$ cat config.mk
export PLATFORM = sky130hd
export DESIGN_NAME = pgw_gate_wake
export DESIGN_NICKNAME = d
export VERILOG_FILES = /design/src/pgw_pkg.sv /design/src/pgw_gate_wake.sv
export VERILOG_INCLUDE_DIRS = /design/src
export SDC_FILE = /design/constraint.sdc
export NUM_CORES = 1
export LEC_CHECK = 0
export BUFFER_PORTS_ARGS = -buffer_cell sky130_fd_sc_hd__buf_2
export CORE_MARGIN = 4
export CORE_UTILIZATION = 55
export CTS_BUF_LIST = sky130_fd_sc_hd__clkbuf_4 sky130_fd_sc_hd__clkbuf_8 sky130_fd_sc_hd__clkbuf_16
export DETAILED_ROUTE_END_ITERATION = 7
export GPL_TIMING_DRIVEN = 0
export PLACE_DENSITY = 0.86
export SKIP_LAST_GASP = 1
export SYNTH_ARGS = -nofsm -noshare
export SYNTH_HDL_FRONTEND = slang
export SYNTH_SLANG_ARGS = --single-unit
export TNS_END_PERCENT = 50
$ cat constraint.sdc
create_clock -name clock_i -period 2.9 [get_ports clock_i]
set_clock_uncertainty 0.2 [all_clocks]
set_input_delay 0.58 -clock clock_i [delete_from_list [all_inputs] [get_ports clock_i]]
set_output_delay 0.58 -clock clock_i [all_outputs]
set_load 0.05 [all_outputs]
$ cat src/pgw_consts.svh
`ifndef PGW_CONSTS_SVH
`define PGW_CONSTS_SVH

// register offsets
`define PGW_OFS_GATE_A     4'h0
`define PGW_OFS_GATE_B     4'h1
`define PGW_OFS_GATE_C     4'h2
`define PGW_OFS_CTRL       4'h3
`define PGW_OFS_STAT       4'h4

// control register fields
`define PGW_CTRL_IDLE      0
`define PGW_CTRL_TWO_SPEED 1
`define PGW_CTRL_FAILSAFE  2
`define PGW_CTRL_SRC_LO    3
`define PGW_CTRL_INTERNAL_FREQ_SELECT_LO   5

// status register fields
`define PGW_STAT_PRI_RUN   0
`define PGW_STAT_FAST_INT  1
`define PGW_STAT_MID_INT   2
`define PGW_STAT_ASLEEP    3
`define PGW_STAT_WAKE_IRQ  4
`define PGW_STAT_WAKE_WDT  5

// reset values; freq select loaded by sleep or clear instruction while running on the internal source
`define PGW_GATE_RST       8'h00
`define PGW_CTRL_RST       8'h00
`define PGW_INTERNAL_FREQ_SELECT_ON_CLEAR  3'h3

// timing
`define PGW_CLK_PERIOD_NS  25
`define PGW_CPU_READY_NS   1000
`define PGW_CPU_READY_CYC  ((`PGW_CPU_READY_NS + `PGW_CLK_PERIOD_NS - 1) / `PGW_CLK_PERIOD_NS)

`endif

$ cat src/pgw_pkg.sv
package pgw_pkg;

    typedef enum logic [1:0] {
        PGW_SRC_XTAL = 2'h0,
        PGW_SRC_PLL  = 2'h1,
        PGW_SRC_EXT  = 2'h2,
        PGW_SRC_INT  = 2'h3
    } pgw_src_e;

    typedef enum logic [3:0] {
        PGW_ST_BOOT  = 4'h1,
        PGW_ST_RUN   = 4'h2,
        PGW_ST_SLEEP = 4'h4,
        PGW_ST_WAKE  = 4'h8
    } pgw_state_e;

    typedef struct packed {
        logic [7:0] c;
        logic [7:0] b;
        logic [7:0] a;
    } pgw_gate_s;

    typedef struct packed {
        logic mid_int;
        logic fast_int;
        logic pri_run;
    } pgw_flags_s;

endpackage

$ cat src/pgw_gate_wake.sv
// Functional notes
// - set gate bit stops that peripheral's clock
// - gated peripheral ignores register writes
// - function enable stops function, registers stay
// - gate bit holds peripheral registers in reset
// - third register bits 7-4 read zero
// - modulator gate only on largest package
// - second register gates port, charge, adc, timers
// - parallel port gate absent on smallest package
// - first register gates capcmp and serial ports
// - wake only by irq, reset, watchdog
// - enabled pending interrupt starts wake sequence
// - branch to vector only if global enable
// - watchdog wakes when asleep, resets when running
// - sleep or clear instr clears watchdog, clock
// - reset exit waits primary clock, sets flag
// - two-speed runs internal until primary ready
// - no startup wait from primary idle, non-crystal
// - cpu ready delay precedes every resume
// - cpu ready delay runs alongside startup wait
`timescale 1ns/100ps
`include "pgw_consts.svh"
`default_nettype none

module pgw_gate_wake
    import pgw_pkg::*;
#(
    parameter int PKG_PINS = 64
)
(
    input  wire logic        clock_i,            // system clock
    input  wire logic        reset_n_i,          // async device reset
    input  wire logic [3:0]  addr_i,             // register address
    input  wire logic [7:0]  wr_data_i,          // write data
    input  wire logic        wr_i,               // write strobe
    input  wire logic        rd_i,               // read strobe
    output logic      [7:0]  rd_data_o,          // read data, next cycle
    input  wire logic [23:0] unit_function_enable_i, // per-unit enable bits
    output logic      [23:0] periph_clk_en_o,    // per-unit clock enable
    output logic      [23:0] periph_hold_o,      // reset held, writes blocked
    output logic      [23:0] periph_active_o,    // unit function running
    input  wire logic        sleep_instr_i,      // sleep instruction pulse
    input  wire logic        wdt_clear_instr_i,  // watchdog clear pulse
    input  wire logic        wdt_timeout_i,      // watchdog time-out pulse
    input  wire logic        irq_wake_i,         // enabled irq flag set
    input  wire logic        global_irq_enable_i, // global irq enable
    input  wire logic        primary_ready_i,    // primary clock ready
    output logic             cpu_run_o,          // cpu may execute
    output logic             cpu_reset_o,        // cpu held in reset
    output logic             irq_branch_o,       // branch to vector pulse
    output logic             wdt_reset_o,        // watchdog reset pulse
    output logic             wdt_clear_o,        // clear watchdog pulse
    output logic             primary_osc_en_o,   // primary oscillator on
    output logic             internal_clk_sel_o  // cpu on internal clock
);

    localparam int READY_CYC = `PGW_CPU_READY_CYC;
    localparam int CW        = $clog2(READY_CYC + 1);
    localparam logic [CW-1:0] READY_LAST = CW'(READY_CYC - 1);
    localparam logic [7:0] MASK_A = 8'hff;
    localparam logic [7:0] MASK_B = (PKG_PINS == 28) ? 8'h7f : 8'hff;
    localparam logic [7:0] MASK_C = (PKG_PINS == 64) ? 8'h0f : 8'h07;

    // register group
    pgw_gate_s  gate_r, gate_nxt;
    logic [7:0] ctrl_r, ctrl_nxt;
    logic [7:0] rdata_r, rdata_nxt;
    logic [23:0] clk_en_r, clk_en_nxt;
    logic [23:0] hold_r, hold_nxt;
    logic [23:0] active_r, active_nxt;
    logic [7:0] stat_w;

    // sequencer group
    pgw_state_e state_r, state_nxt;
    logic [CW-1:0] cnt_r, cnt_nxt;
    pgw_flags_s flags_r, flags_nxt;
    logic idle_r, idle_nxt;
    logic need_ost_r, need_ost_nxt;
    logic pending_r, pending_nxt;
    logic cause_irq_r, cause_irq_nxt;
    logic cause_wdt_r, cause_wdt_nxt;
    logic int_sel_r, int_sel_nxt;
    logic osc_en_r, osc_en_nxt;
    logic run_r, run_nxt;
    logic rst_r, rst_nxt;
    logic branch_r, branch_nxt;
    logic wdt_rst_r, wdt_rst_nxt;
    logic wdt_clr_r, wdt_clr_nxt;

    pgw_src_e src_w;
    logic     two_speed_w;
    logic     instr_w;

    assign src_w       = pgw_src_e'(ctrl_r[`PGW_CTRL_SRC_LO +: 2]);
    assign two_speed_w = ctrl_r[`PGW_CTRL_TWO_SPEED] | ctrl_r[`PGW_CTRL_FAILSAFE];
    assign instr_w     = (sleep_instr_i | wdt_clear_instr_i) && (state_r == PGW_ST_RUN);
    assign stat_w      = {2'h0, cause_wdt_r, cause_irq_r,
                          (state_r == PGW_ST_SLEEP), flags_r.mid_int,
                          flags_r.fast_int, flags_r.pri_run};

    always_comb
    begin
        gate_nxt  = gate_r;
        ctrl_nxt  = ctrl_r;
        rdata_nxt = 8'h00;
        if (wr_i)
        begin
            if (addr_i == `PGW_OFS_GATE_A)
                gate_nxt.a = wr_data_i & MASK_A;
            else if (addr_i == `PGW_OFS_GATE_B)
                gate_nxt.b = wr_data_i & MASK_B;
            else if (addr_i == `PGW_OFS_GATE_C)
                gate_nxt.c = wr_data_i & MASK_C;
            else if (addr_i == `PGW_OFS_CTRL)
                ctrl_nxt = wr_data_i;
        end
        // instruction overrides a same-cycle software write
        if (instr_w && src_w == PGW_SRC_INT)
            ctrl_nxt[`PGW_CTRL_INTERNAL_FREQ_SELECT_LO +: 3] = `PGW_INTERNAL_FREQ_SELECT_ON_CLEAR;
        if (rd_i)
        begin
            if (addr_i == `PGW_OFS_GATE_A)
                rdata_nxt = gate_r.a;
            else if (addr_i == `PGW_OFS_GATE_B)
                rdata_nxt = gate_r.b;
            else if (addr_i == `PGW_OFS_GATE_C)
                rdata_nxt = gate_r.c;
            else if (addr_i == `PGW_OFS_CTRL)
                rdata_nxt = ctrl_r;
            else if (addr_i == `PGW_OFS_STAT)
                rdata_nxt = stat_w;
        end
        clk_en_nxt = ~gate_nxt;
        hold_nxt   = gate_nxt;
        active_nxt = ~gate_nxt & unit_function_enable_i;
    end

    always_ff @(posedge clock_i or negedge reset_n_i)
    begin
        if (!reset_n_i)
        begin
            gate_r   <= {`PGW_GATE_RST, `PGW_GATE_RST, `PGW_GATE_RST};
            ctrl_r   <= `PGW_CTRL_RST;
            rdata_r  <= 8'h00;
            clk_en_r <= 24'hffffff;
            hold_r   <= 24'h000000;
            active_r <= 24'h000000;
        end
        else
        begin
            gate_r   <= gate_nxt;
            ctrl_r   <= ctrl_nxt;
            rdata_r  <= rdata_nxt;
            clk_en_r <= clk_en_nxt;
            hold_r   <= hold_nxt;
            active_r <= active_nxt;
        end
    end

    always_comb
    begin
        state_nxt     = state_r;
        cnt_nxt       = cnt_r;
        flags_nxt     = flags_r;
        idle_nxt      = idle_r;
        need_ost_nxt  = need_ost_r;
        pending_nxt   = pending_r;
        cause_irq_nxt = cause_irq_r;
        cause_wdt_nxt = cause_wdt_r;
        int_sel_nxt   = int_sel_r;
        osc_en_nxt    = osc_en_r;
        branch_nxt    = 1'b0;
        wdt_rst_nxt   = 1'b0;
        wdt_clr_nxt   = instr_w;
        case (state_r)
            PGW_ST_BOOT:
            begin
                osc_en_nxt = 1'b1;
                if (src_w == PGW_SRC_INT)
                begin
                    state_nxt          = PGW_ST_RUN;
                    int_sel_nxt        = 1'b1;
                    flags_nxt.fast_int = (ctrl_r[`PGW_CTRL_INTERNAL_FREQ_SELECT_LO +: 3] != 3'h0);
                    flags_nxt.mid_int  = (ctrl_r[`PGW_CTRL_INTERNAL_FREQ_SELECT_LO +: 3] == 3'h0);
                end
                else if (src_w == PGW_SRC_EXT || primary_ready_i)
                begin
                    state_nxt         = PGW_ST_RUN;
                    int_sel_nxt       = 1'b0;
                    flags_nxt.pri_run = 1'b1;
                end
                else if (two_speed_w)
                begin
                    state_nxt   = PGW_ST_RUN;
                    int_sel_nxt = 1'b1;
                    pending_nxt = 1'b1;
                end
            end
            PGW_ST_RUN:
            begin
                if (pending_r && primary_ready_i)
                begin
                    pending_nxt       = 1'b0;
                    int_sel_nxt       = 1'b0;
                    flags_nxt.pri_run = 1'b1;
                end
                if (instr_w && ctrl_r[`PGW_CTRL_FAILSAFE])
                begin
                    flags_nxt.pri_run = 1'b0;
                    int_sel_nxt       = 1'b1;
                end
                if (wdt_timeout_i)
                begin
                    wdt_rst_nxt = 1'b1;
                    state_nxt   = PGW_ST_BOOT;
                    pending_nxt = 1'b0;
                    flags_nxt   = '0;
                end
                else if (sleep_instr_i)
                begin
                    state_nxt = PGW_ST_SLEEP;
                    idle_nxt  = ctrl_r[`PGW_CTRL_IDLE];
                    if (!ctrl_r[`PGW_CTRL_IDLE] || pending_r)
                    begin
                        osc_en_nxt  = 1'b0;
                        pending_nxt = 1'b0;
                        flags_nxt   = '0;
                    end
                end
            end
            PGW_ST_SLEEP:
            begin
                if (irq_wake_i || wdt_timeout_i)
                begin
                    state_nxt     = PGW_ST_WAKE;
                    cnt_nxt       = '0;
                    cause_irq_nxt = irq_wake_i;
                    cause_wdt_nxt = !irq_wake_i;
                    osc_en_nxt    = 1'b1;
                    need_ost_nxt  = !osc_en_r &&
                                    (src_w == PGW_SRC_XTAL || src_w == PGW_SRC_PLL);
                end
            end
            PGW_ST_WAKE:
            begin
                // ready delay counts from the wake event, alongside the startup wait
                if (cnt_r != READY_LAST)
                    cnt_nxt = cnt_r + CW'(1);
                if (cnt_r == READY_LAST &&
                    (!need_ost_r || primary_ready_i || two_speed_w))
                begin
                    state_nxt  = PGW_ST_RUN;
                    branch_nxt = cause_irq_r && global_irq_enable_i;
                    if (need_ost_r && !primary_ready_i)
                    begin
                        pending_nxt = 1'b1;
                        int_sel_nxt = 1'b1;
                    end
                    else if (src_w == PGW_SRC_INT)
                    begin
                        int_sel_nxt        = 1'b1;
                        flags_nxt.fast_int = (ctrl_r[`PGW_CTRL_INTERNAL_FREQ_SELECT_LO +: 3] != 3'h0);
                        flags_nxt.mid_int  = (ctrl_r[`PGW_CTRL_INTERNAL_FREQ_SELECT_LO +: 3] == 3'h0);
                    end
                    else
                    begin
                        int_sel_nxt       = 1'b0;
                        flags_nxt.pri_run = 1'b1;
                    end
                end
            end
            default:
            begin
                state_nxt = PGW_ST_BOOT;
            end
        endcase
        run_nxt = (state_nxt == PGW_ST_RUN);
        rst_nxt = (state_nxt == PGW_ST_BOOT);
    end

    always_ff @(posedge clock_i or negedge reset_n_i)
    begin
        if (!reset_n_i)
        begin
            state_r     <= PGW_ST_BOOT;
            cnt_r       <= '0;
            flags_r     <= '0;
            idle_r      <= 1'b0;
            need_ost_r  <= 1'b0;
            pending_r   <= 1'b0;
            cause_irq_r <= 1'b0;
            cause_wdt_r <= 1'b0;
            int_sel_r   <= 1'b0;
            osc_en_r    <= 1'b1;
            run_r       <= 1'b0;
            rst_r       <= 1'b1;
            branch_r    <= 1'b0;
            wdt_rst_r   <= 1'b0;
            wdt_clr_r   <= 1'b0;
        end
        else
        begin
            state_r     <= state_nxt;
            cnt_r       <= cnt_nxt;
            flags_r     <= flags_nxt;
            idle_r      <= idle_nxt;
            need_ost_r  <= need_ost_nxt;
            pending_r   <= pending_nxt;
            cause_irq_r <= cause_irq_nxt;
            cause_wdt_r <= cause_wdt_nxt;
            int_sel_r   <= int_sel_nxt;
            osc_en_r    <= osc_en_nxt;
            run_r       <= run_nxt;
            rst_r       <= rst_nxt;
            branch_r    <= branch_nxt;
            wdt_rst_r   <= wdt_rst_nxt;
            wdt_clr_r   <= wdt_clr_nxt;
        end
    end

    assign rd_data_o          = rdata_r;
    assign periph_clk_en_o    = clk_en_r;
    assign periph_hold_o      = hold_r;
    assign periph_active_o    = active_r;
    assign cpu_run_o          = run_r;
    assign cpu_reset_o        = rst_r;
    assign irq_branch_o       = branch_r;
    assign wdt_reset_o        = wdt_rst_r;
    assign wdt_clear_o        = wdt_clr_r;
    assign primary_osc_en_o   = osc_en_r;
    assign internal_clk_sel_o = int_sel_r;

    gate_hold_a: assert property (@(posedge clock_i) disable iff (!reset_n_i)
        (wr_i && addr_i == `PGW_OFS_GATE_A) |=> (periph_hold_o[7:0] == $past(wr_data_i)
        && periph_clk_en_o[7:0] == ~$past(wr_data_i)))
        else $error("gate write not reflected on hold and clock enable");

    unimpl_zero_a: assert property (@(posedge clock_i) disable iff (!reset_n_i)
        (rd_i && addr_i == `PGW_OFS_GATE_C) |=> (rd_data_o[7:4] == 4'h0))
        else $error("unimplemented gate bits read nonzero");

    variant_bits_a: assert property (@(posedge clock_i) disable iff (!reset_n_i)
        (PKG_PINS != 64) |-> !gate_r.c[3] && ((PKG_PINS != 28) || !gate_r.b[7]))
        else $error("absent variant gate bit set");

    sleep_stays_a: assert property (@(posedge clock_i) disable iff (!reset_n_i)
        (state_r == PGW_ST_SLEEP && !irq_wake_i && !wdt_timeout_i)
        |=> (state_r == PGW_ST_SLEEP) && !cpu_run_o)
        else $error("left sleep without trigger");

    irq_wake_a: assert property (@(posedge clock_i) disable iff (!reset_n_i)
        (state_r == PGW_ST_SLEEP && irq_wake_i) |=> (state_r == PGW_ST_WAKE) ##1 !cpu_run_o)
        else $error("interrupt did not start wake");

    wdt_run_reset_a: assert property (@(posedge clock_i) disable iff (!reset_n_i)
        (state_r == PGW_ST_RUN && wdt_timeout_i) |=> wdt_reset_o && cpu_reset_o)
        else $error("run mode time-out without reset");

    wdt_clear_a: assert property (@(posedge clock_i) disable iff (!reset_n_i)
        (state_r == PGW_ST_RUN && sleep_instr_i) |=> wdt_clear_o)
        else $error("sleep did not clear watchdog");

    ready_delay_a: assert property (@(posedge clock_i) disable iff (!reset_n_i)
        (state_r == PGW_ST_WAKE && cnt_r != READY_LAST) |=> !cpu_run_o)
        else $error("cpu resumed before ready delay");

    branch_gie_a: assert property (@(posedge clock_i) disable iff (!reset_n_i)
        irq_branch_o |-> $rose(cpu_run_o) && $past(cause_irq_r) && $past(global_irq_enable_i))
        else $error("branch without irq wake and global enable");

    boot_hold_a: assert property (@(posedge clock_i) disable iff (!reset_n_i)
        (state_r == PGW_ST_BOOT && src_w == PGW_SRC_XTAL && !two_speed_w && !primary_ready_i)
        |=> cpu_reset_o && !cpu_run_o)
        else $error("reset released before primary ready");

endmodule

`default_nettype wire

* After elaboration in Yosys (flattened, before gate mapping)
Cells that the tools add are included.
Widths: inputs -> output; s select.
** Operators by class
- Add/sub/neg operators :: 1
- Shift operators :: 0
- Mux-type cells :: 68
- Equality and inequality tests :: 35
- $lt $le $gt $ge :: 0
- Bitwise gates (word level) :: 7
- Div/mod/pow operators :: 0
- Reductions and logical operators :: 37
- $mul :: 0
** Operators by type and width (count)
- $mux 8 :: 14
- $mux 1 :: 29
- $mux 4 :: 7
- $ne 2x2->1 const B :: 13
- $and 24x24->24 :: 1
- $mux 24 :: 1
- $not 24->24 :: 1
- $reduce_and 5->1 :: 4
- $mux 3 :: 6
- $mux 6 :: 3
- $eq 4x2->1 const B :: 4
- $mux 16 :: 1
- $pmux 4 s4 :: 1
- $eq 4x1->1 const B :: 3
- $pmux 6 s2 :: 1
- $reduce_and 6->1 :: 2
- $pmux 1 s3 :: 3
- $pmux 3 s3 :: 1
- $reduce_bool 3->1 :: 3
- $eq 4x3->1 const B :: 2
- $logic_and 1x1->1 :: 8
- $add 6x1->6 const B :: 1
- $eq 6x6->1 const B :: 1
- $logic_or 1x1->1 :: 6
- other kinds (20) :: 32
** Storage, ports and cells
- RAM bits :: 0
- Latch bits :: 0
- Memories kept :: 0
- Bits of input ports :: 46
- Bits in read-only memories :: 0
- Logic and storage cells :: 173
- Output and inout port bits :: 87
- Register bits :: 136

* Depth between registers and ports, before layout
- Depth in word-level cells :: 8
- Mapped depth :: 7

* Worst setup path before layout
No wires, ideal clock.
- Path type :: input -> register
- From :: in addr_i[0]
- To :: reg ctrl_r[0]
- Cell stages on the path :: 5
- Arrival :: 1687 ps
- Library setup time :: 125 ps
- Data required time :: 2575 ps
- Path slack :: 888 ps
- Cell sequence :: buf_2 > buf_2 > nand2_1 > nor2_2 > mux2_2
** Between the ends
- Cells in the longest elaborated chain, start to end :: 3
- Elaborated cells between the ends (all ways) :: 8
** RTL lines
- from (decl) :: line pgw_gate_wake.sv:33 : input wire logic [3:0] addr_i,
- $eq 4x1->1 (no source line), or another cell as far along
- $not 1->1 (no source line)
- $reduce_and 5->1 (no source line) *
- to (signal assigned) :: line pgw_gate_wake.sv:143 : ctrl_r <= `PGW_CTRL_RST;
- to (signal assigned) :: line pgw_gate_wake.sv:152 : ctrl_r <= ctrl_nxt;
- to (decl) :: line pgw_gate_wake.sv:66 : logic [7:0] ctrl_r, ctrl_nxt;
Every way passes the cells marked *; elsewhere a longest branch is shown, timed or not.
A chain may end at the register's enable or synchronous reset.

* Final worst setup path
- From :: in addr_i[2]
- To :: reg active_r[18], in the netlist periph_active_o[18]
** Between the ends
- Cells in the longest elaborated chain, start to end :: 7
- Elaborated cells between the ends (all ways) :: 9
** RTL lines
- $eq 4x2->1 (no source line)
- $mux 8 :: line pgw_gate_wake.sv:112 : else if (addr_i == `PGW_OFS_GATE_C)
- $mux 8 :: line pgw_gate_wake.sv:110 : else if (addr_i == `PGW_OFS_GATE_B)
- $mux 16 * :: line pgw_gate_wake.sv:108 : if (addr_i == `PGW_OFS_GATE_A)
- $mux 24 * :: line pgw_gate_wake.sv:106 : if (wr_i)
- $not 24->24 *
- via clk_en_nxt[18] :: line pgw_gate_wake.sv:68 : logic [23:0] clk_en_r, clk_en_nxt;
- $and 24x24->24 * :: line pgw_gate_wake.sv:135 : active_nxt = ~gate_nxt & unit_function_enable_i;
- via active_nxt[18] :: line pgw_gate_wake.sv:70 : logic [23:0] active_r, active_nxt;
- to (signal assigned) :: line pgw_gate_wake.sv:156 : active_r <= active_nxt;
- to (decl) :: line pgw_gate_wake.sv:70
Mark *: on every way through the listed nets, which the timed path passes. The rest lies on a longest branch.

==> flow_summary.ini <==
[clock_network]
cts.sinks = 112
cts-resized-gates = 0
cts_buffers = 9
cts_htree_levels = 3
post_cts_buffers = 0
cts_root_buffer = clkbuf_8
cts_tree = yes
clk_latency_ns = 0.37
cts.path.max_buffers = 2
clk_pin_slew_ns = 0.12
ctsHoldBuffers = 0

[yosys]
ys_ff_latch = 112
ys_async_sr_fraction_pct = 100
ys_types = 54
synth_top_area_share_pct = 47.2
yosysSeqAreaShare_pct = 62.9
syn_area_per_cell_um2 = 12.3
synth-main-ff-cell = dfrtp_1
ys.warnings.count = 0
synth_area_mm2 = 0.00451
synthTopCellsByArea = dfrtp_1 47%, dfstp_2 16%, mux2i_1 5.6%, and2_1 3.6%, inv_1 2.4%
syn_nets = 414
synth_top_cell_by_area = dfrtp_1
netlist_instances = 367
synth_edf_count = 0

[power]
power.total_mw = 4.92
power_frac_seq_pct = 42.9
swShare_pct = 40.5
p_per_area_mw_per_mm2 = 887
peakVddDrop_mv = 0.524
clkPwrFrac_pct = 20.9
leakage_nw = 2.89
intPower_mw = 2.93
p_comb_share_pct = 36.2
switching_power_mw = 1.99

[global_route]
grt_antenna_before_repair = 0
grt_pass1_vias = 3385
grt_use_total_pct = 21.6
grt_max_degree = 60
overflow = 0
grt_pass1_wl_mm = 16.8

[place]
dp_cells = 600
dp_hpwl_mm = 7.73
gp_congestion = 0.833
portBuffers = 130
pre_cts_slack_ns = 0.322

[worst_setup_path]
endpoint_kind = flop
arrival_ns = 2.32
worstSetupPathType = primary input to flop
required_ns = 3.00
start_kind = primary input
cp_max_fo = 9

[finish]
drive_above_1_share_pct = 39.5
finalNetCount = 556
mostFrequentLayoutCells = 136 x buf_2, 85 x dfrtp_1, 29 x inv_1
final_common_cell = buf_2
instances_no_fill = 616
num_antenna_cells = 0
area_delta_synth_final_pct = 23.0

[flow_run]
cap_violations = 0

[timing]
worst_slew_pin_slew_ns = 0.852
slew_viol_final = 0
slew_headroom_pct = 42.4
setup_slack_ns = 0.674
rsz0062_at_grt = no
min_period_ns = 2.23
holdWs_ns = 0.0284
hold_viol_final = 0
setup_viol = 0
min_period_over_period_pct = 76.7
max_freq_mhz = 449

[drt]
drtIter0Drc = 164
routed_wl_mm = 10.2
route.detailed.drc = 0
ant_nets = 0
vias_per_cell = 5.36
drt_pass1_iterations = 4
wl_per_cell_um = 16.5
vias = 3300

[die]
die_area_mm2 = 0.00971
die_h_um = 98.5
coreArea_mm2 = 0.00785
io-pin-count = 133
num_rows = 32
start_util_pct = 57.4
die_w_um = 98.5

[outcome]
status = complete, no violations

[worst_hold_path]
hold_path_class = primary input to async pin
cell type report:
cell class	instances	area [µm²]
inverters	29	109
repair buffers	131	681
clock inverters	7	106
plain buffers	14	77.6
fillers	593	2300
clock buffers	9	124
flip-flops and latches	112	2840
well taps	102	128
multi-input cells	212	1480
path summary, 6_finish.rpt:
| path | start | end | slack [ns] | depth (start not counted) |
|---|---|---|---|---|
| worst max-delay path | addr_i[2] | periph_active_o[18] | 0.67 | 5 |
| worst min-delay path | reset_n_i | periph_active_o[22] | 0.03 | 1 |
| worst max register to register | state_r[0] | flags_r[0] | 0.75 | 6 |
| worst min register to register | periph_hold_o[22] | periph_clk_en_o[22] | 0.27 | 1 |
| max in group asynchronous | reset_n_i | primary_osc_en_o | 1.71 | 2 |
| min in group clock_i | unit_function_enable_i[11] | periph_active_o[11] | 0.20 | 2 |
registers in the layout, summed over array words and instances (netlist names), 3 cells and up:
register         cells
flags_r              3
periph_active_o     24
state_r              4
cnt_r                6
rd_data_o            8
ctrl_r               8
periph_hold_o       23
periph_clk_en_o     24
metrics by stage:
step                      util, %  area, µm²  setup TNS, ns
after CTS                    70.7       5550              0
after global placement       67.3       5290          -5.70
after detailed placement     67.7       5320              0
final                        70.7       5550              0
after floorplan                 -       4510              0
after global routing         70.7       5550              0
critical path, cell delays in order:
cell and delay (ns):
buf_2 0.11, nor2_2 0.37, nand4_1 0.60, mux2i_1 0.47, and2_1 0.19
Yosys cell counts (all sizes together), types with 2 or more instances:
cell type	count
dfrtp	85
inv	29
dfstp	27
nand2	27
and2	26
mux2i	25
nor2	20
o21ai	17
a21oi	10
nand3	10
buf	9
a211oi	5
clkbuf	5
mux2	5
nand2b	5
nor3	5
mux4	4
nor2b	4
nor4b	4
or4b	4
xnor2	4
a2111oi	3
a21o	3
a2bb2oi	3
o31ai	3
a21boi	2
a22o	2
a31oi	2
and3	2
nand4	2
nand4b	2
nor4	2
power by group through the flow:
stage,sequential [mW],combinational (mW),clock (mW)
after floorplan,2.86,0.603,0
after global placement,2.12,1.75,0
after detailed placement,2.14,1.79,0
after CTS,2.11,1.79,1.04
after global routing,2.15,1.90,1.11
final,2.11,1.78,1.03
cells by family after synthesis:
group	count (synthesis)	synth area share (%)
AOI/OAI and AO/OA	56	8.13
xor gates and xnor gates	5	0.972
buffers and inverters	43	4.14
DFF	112	62.9
adders and majority gates	1	0.278
and+or+nand+nor	116	14.7
muxes	34	8.80
metal layers:
layer | wire [µm] | track usage, % | up-vias
li1 | - | - | 1543
met1 | 4140 | 27.5 | 1616
met2 | 5120 | 37.0 | 128
met3 | 801 | 5.87 | 13
met4 | 129 | 5.15 | 0
met5 | 0 | 0 | -
Note: power is estimated with default switching activity, not from simulation.
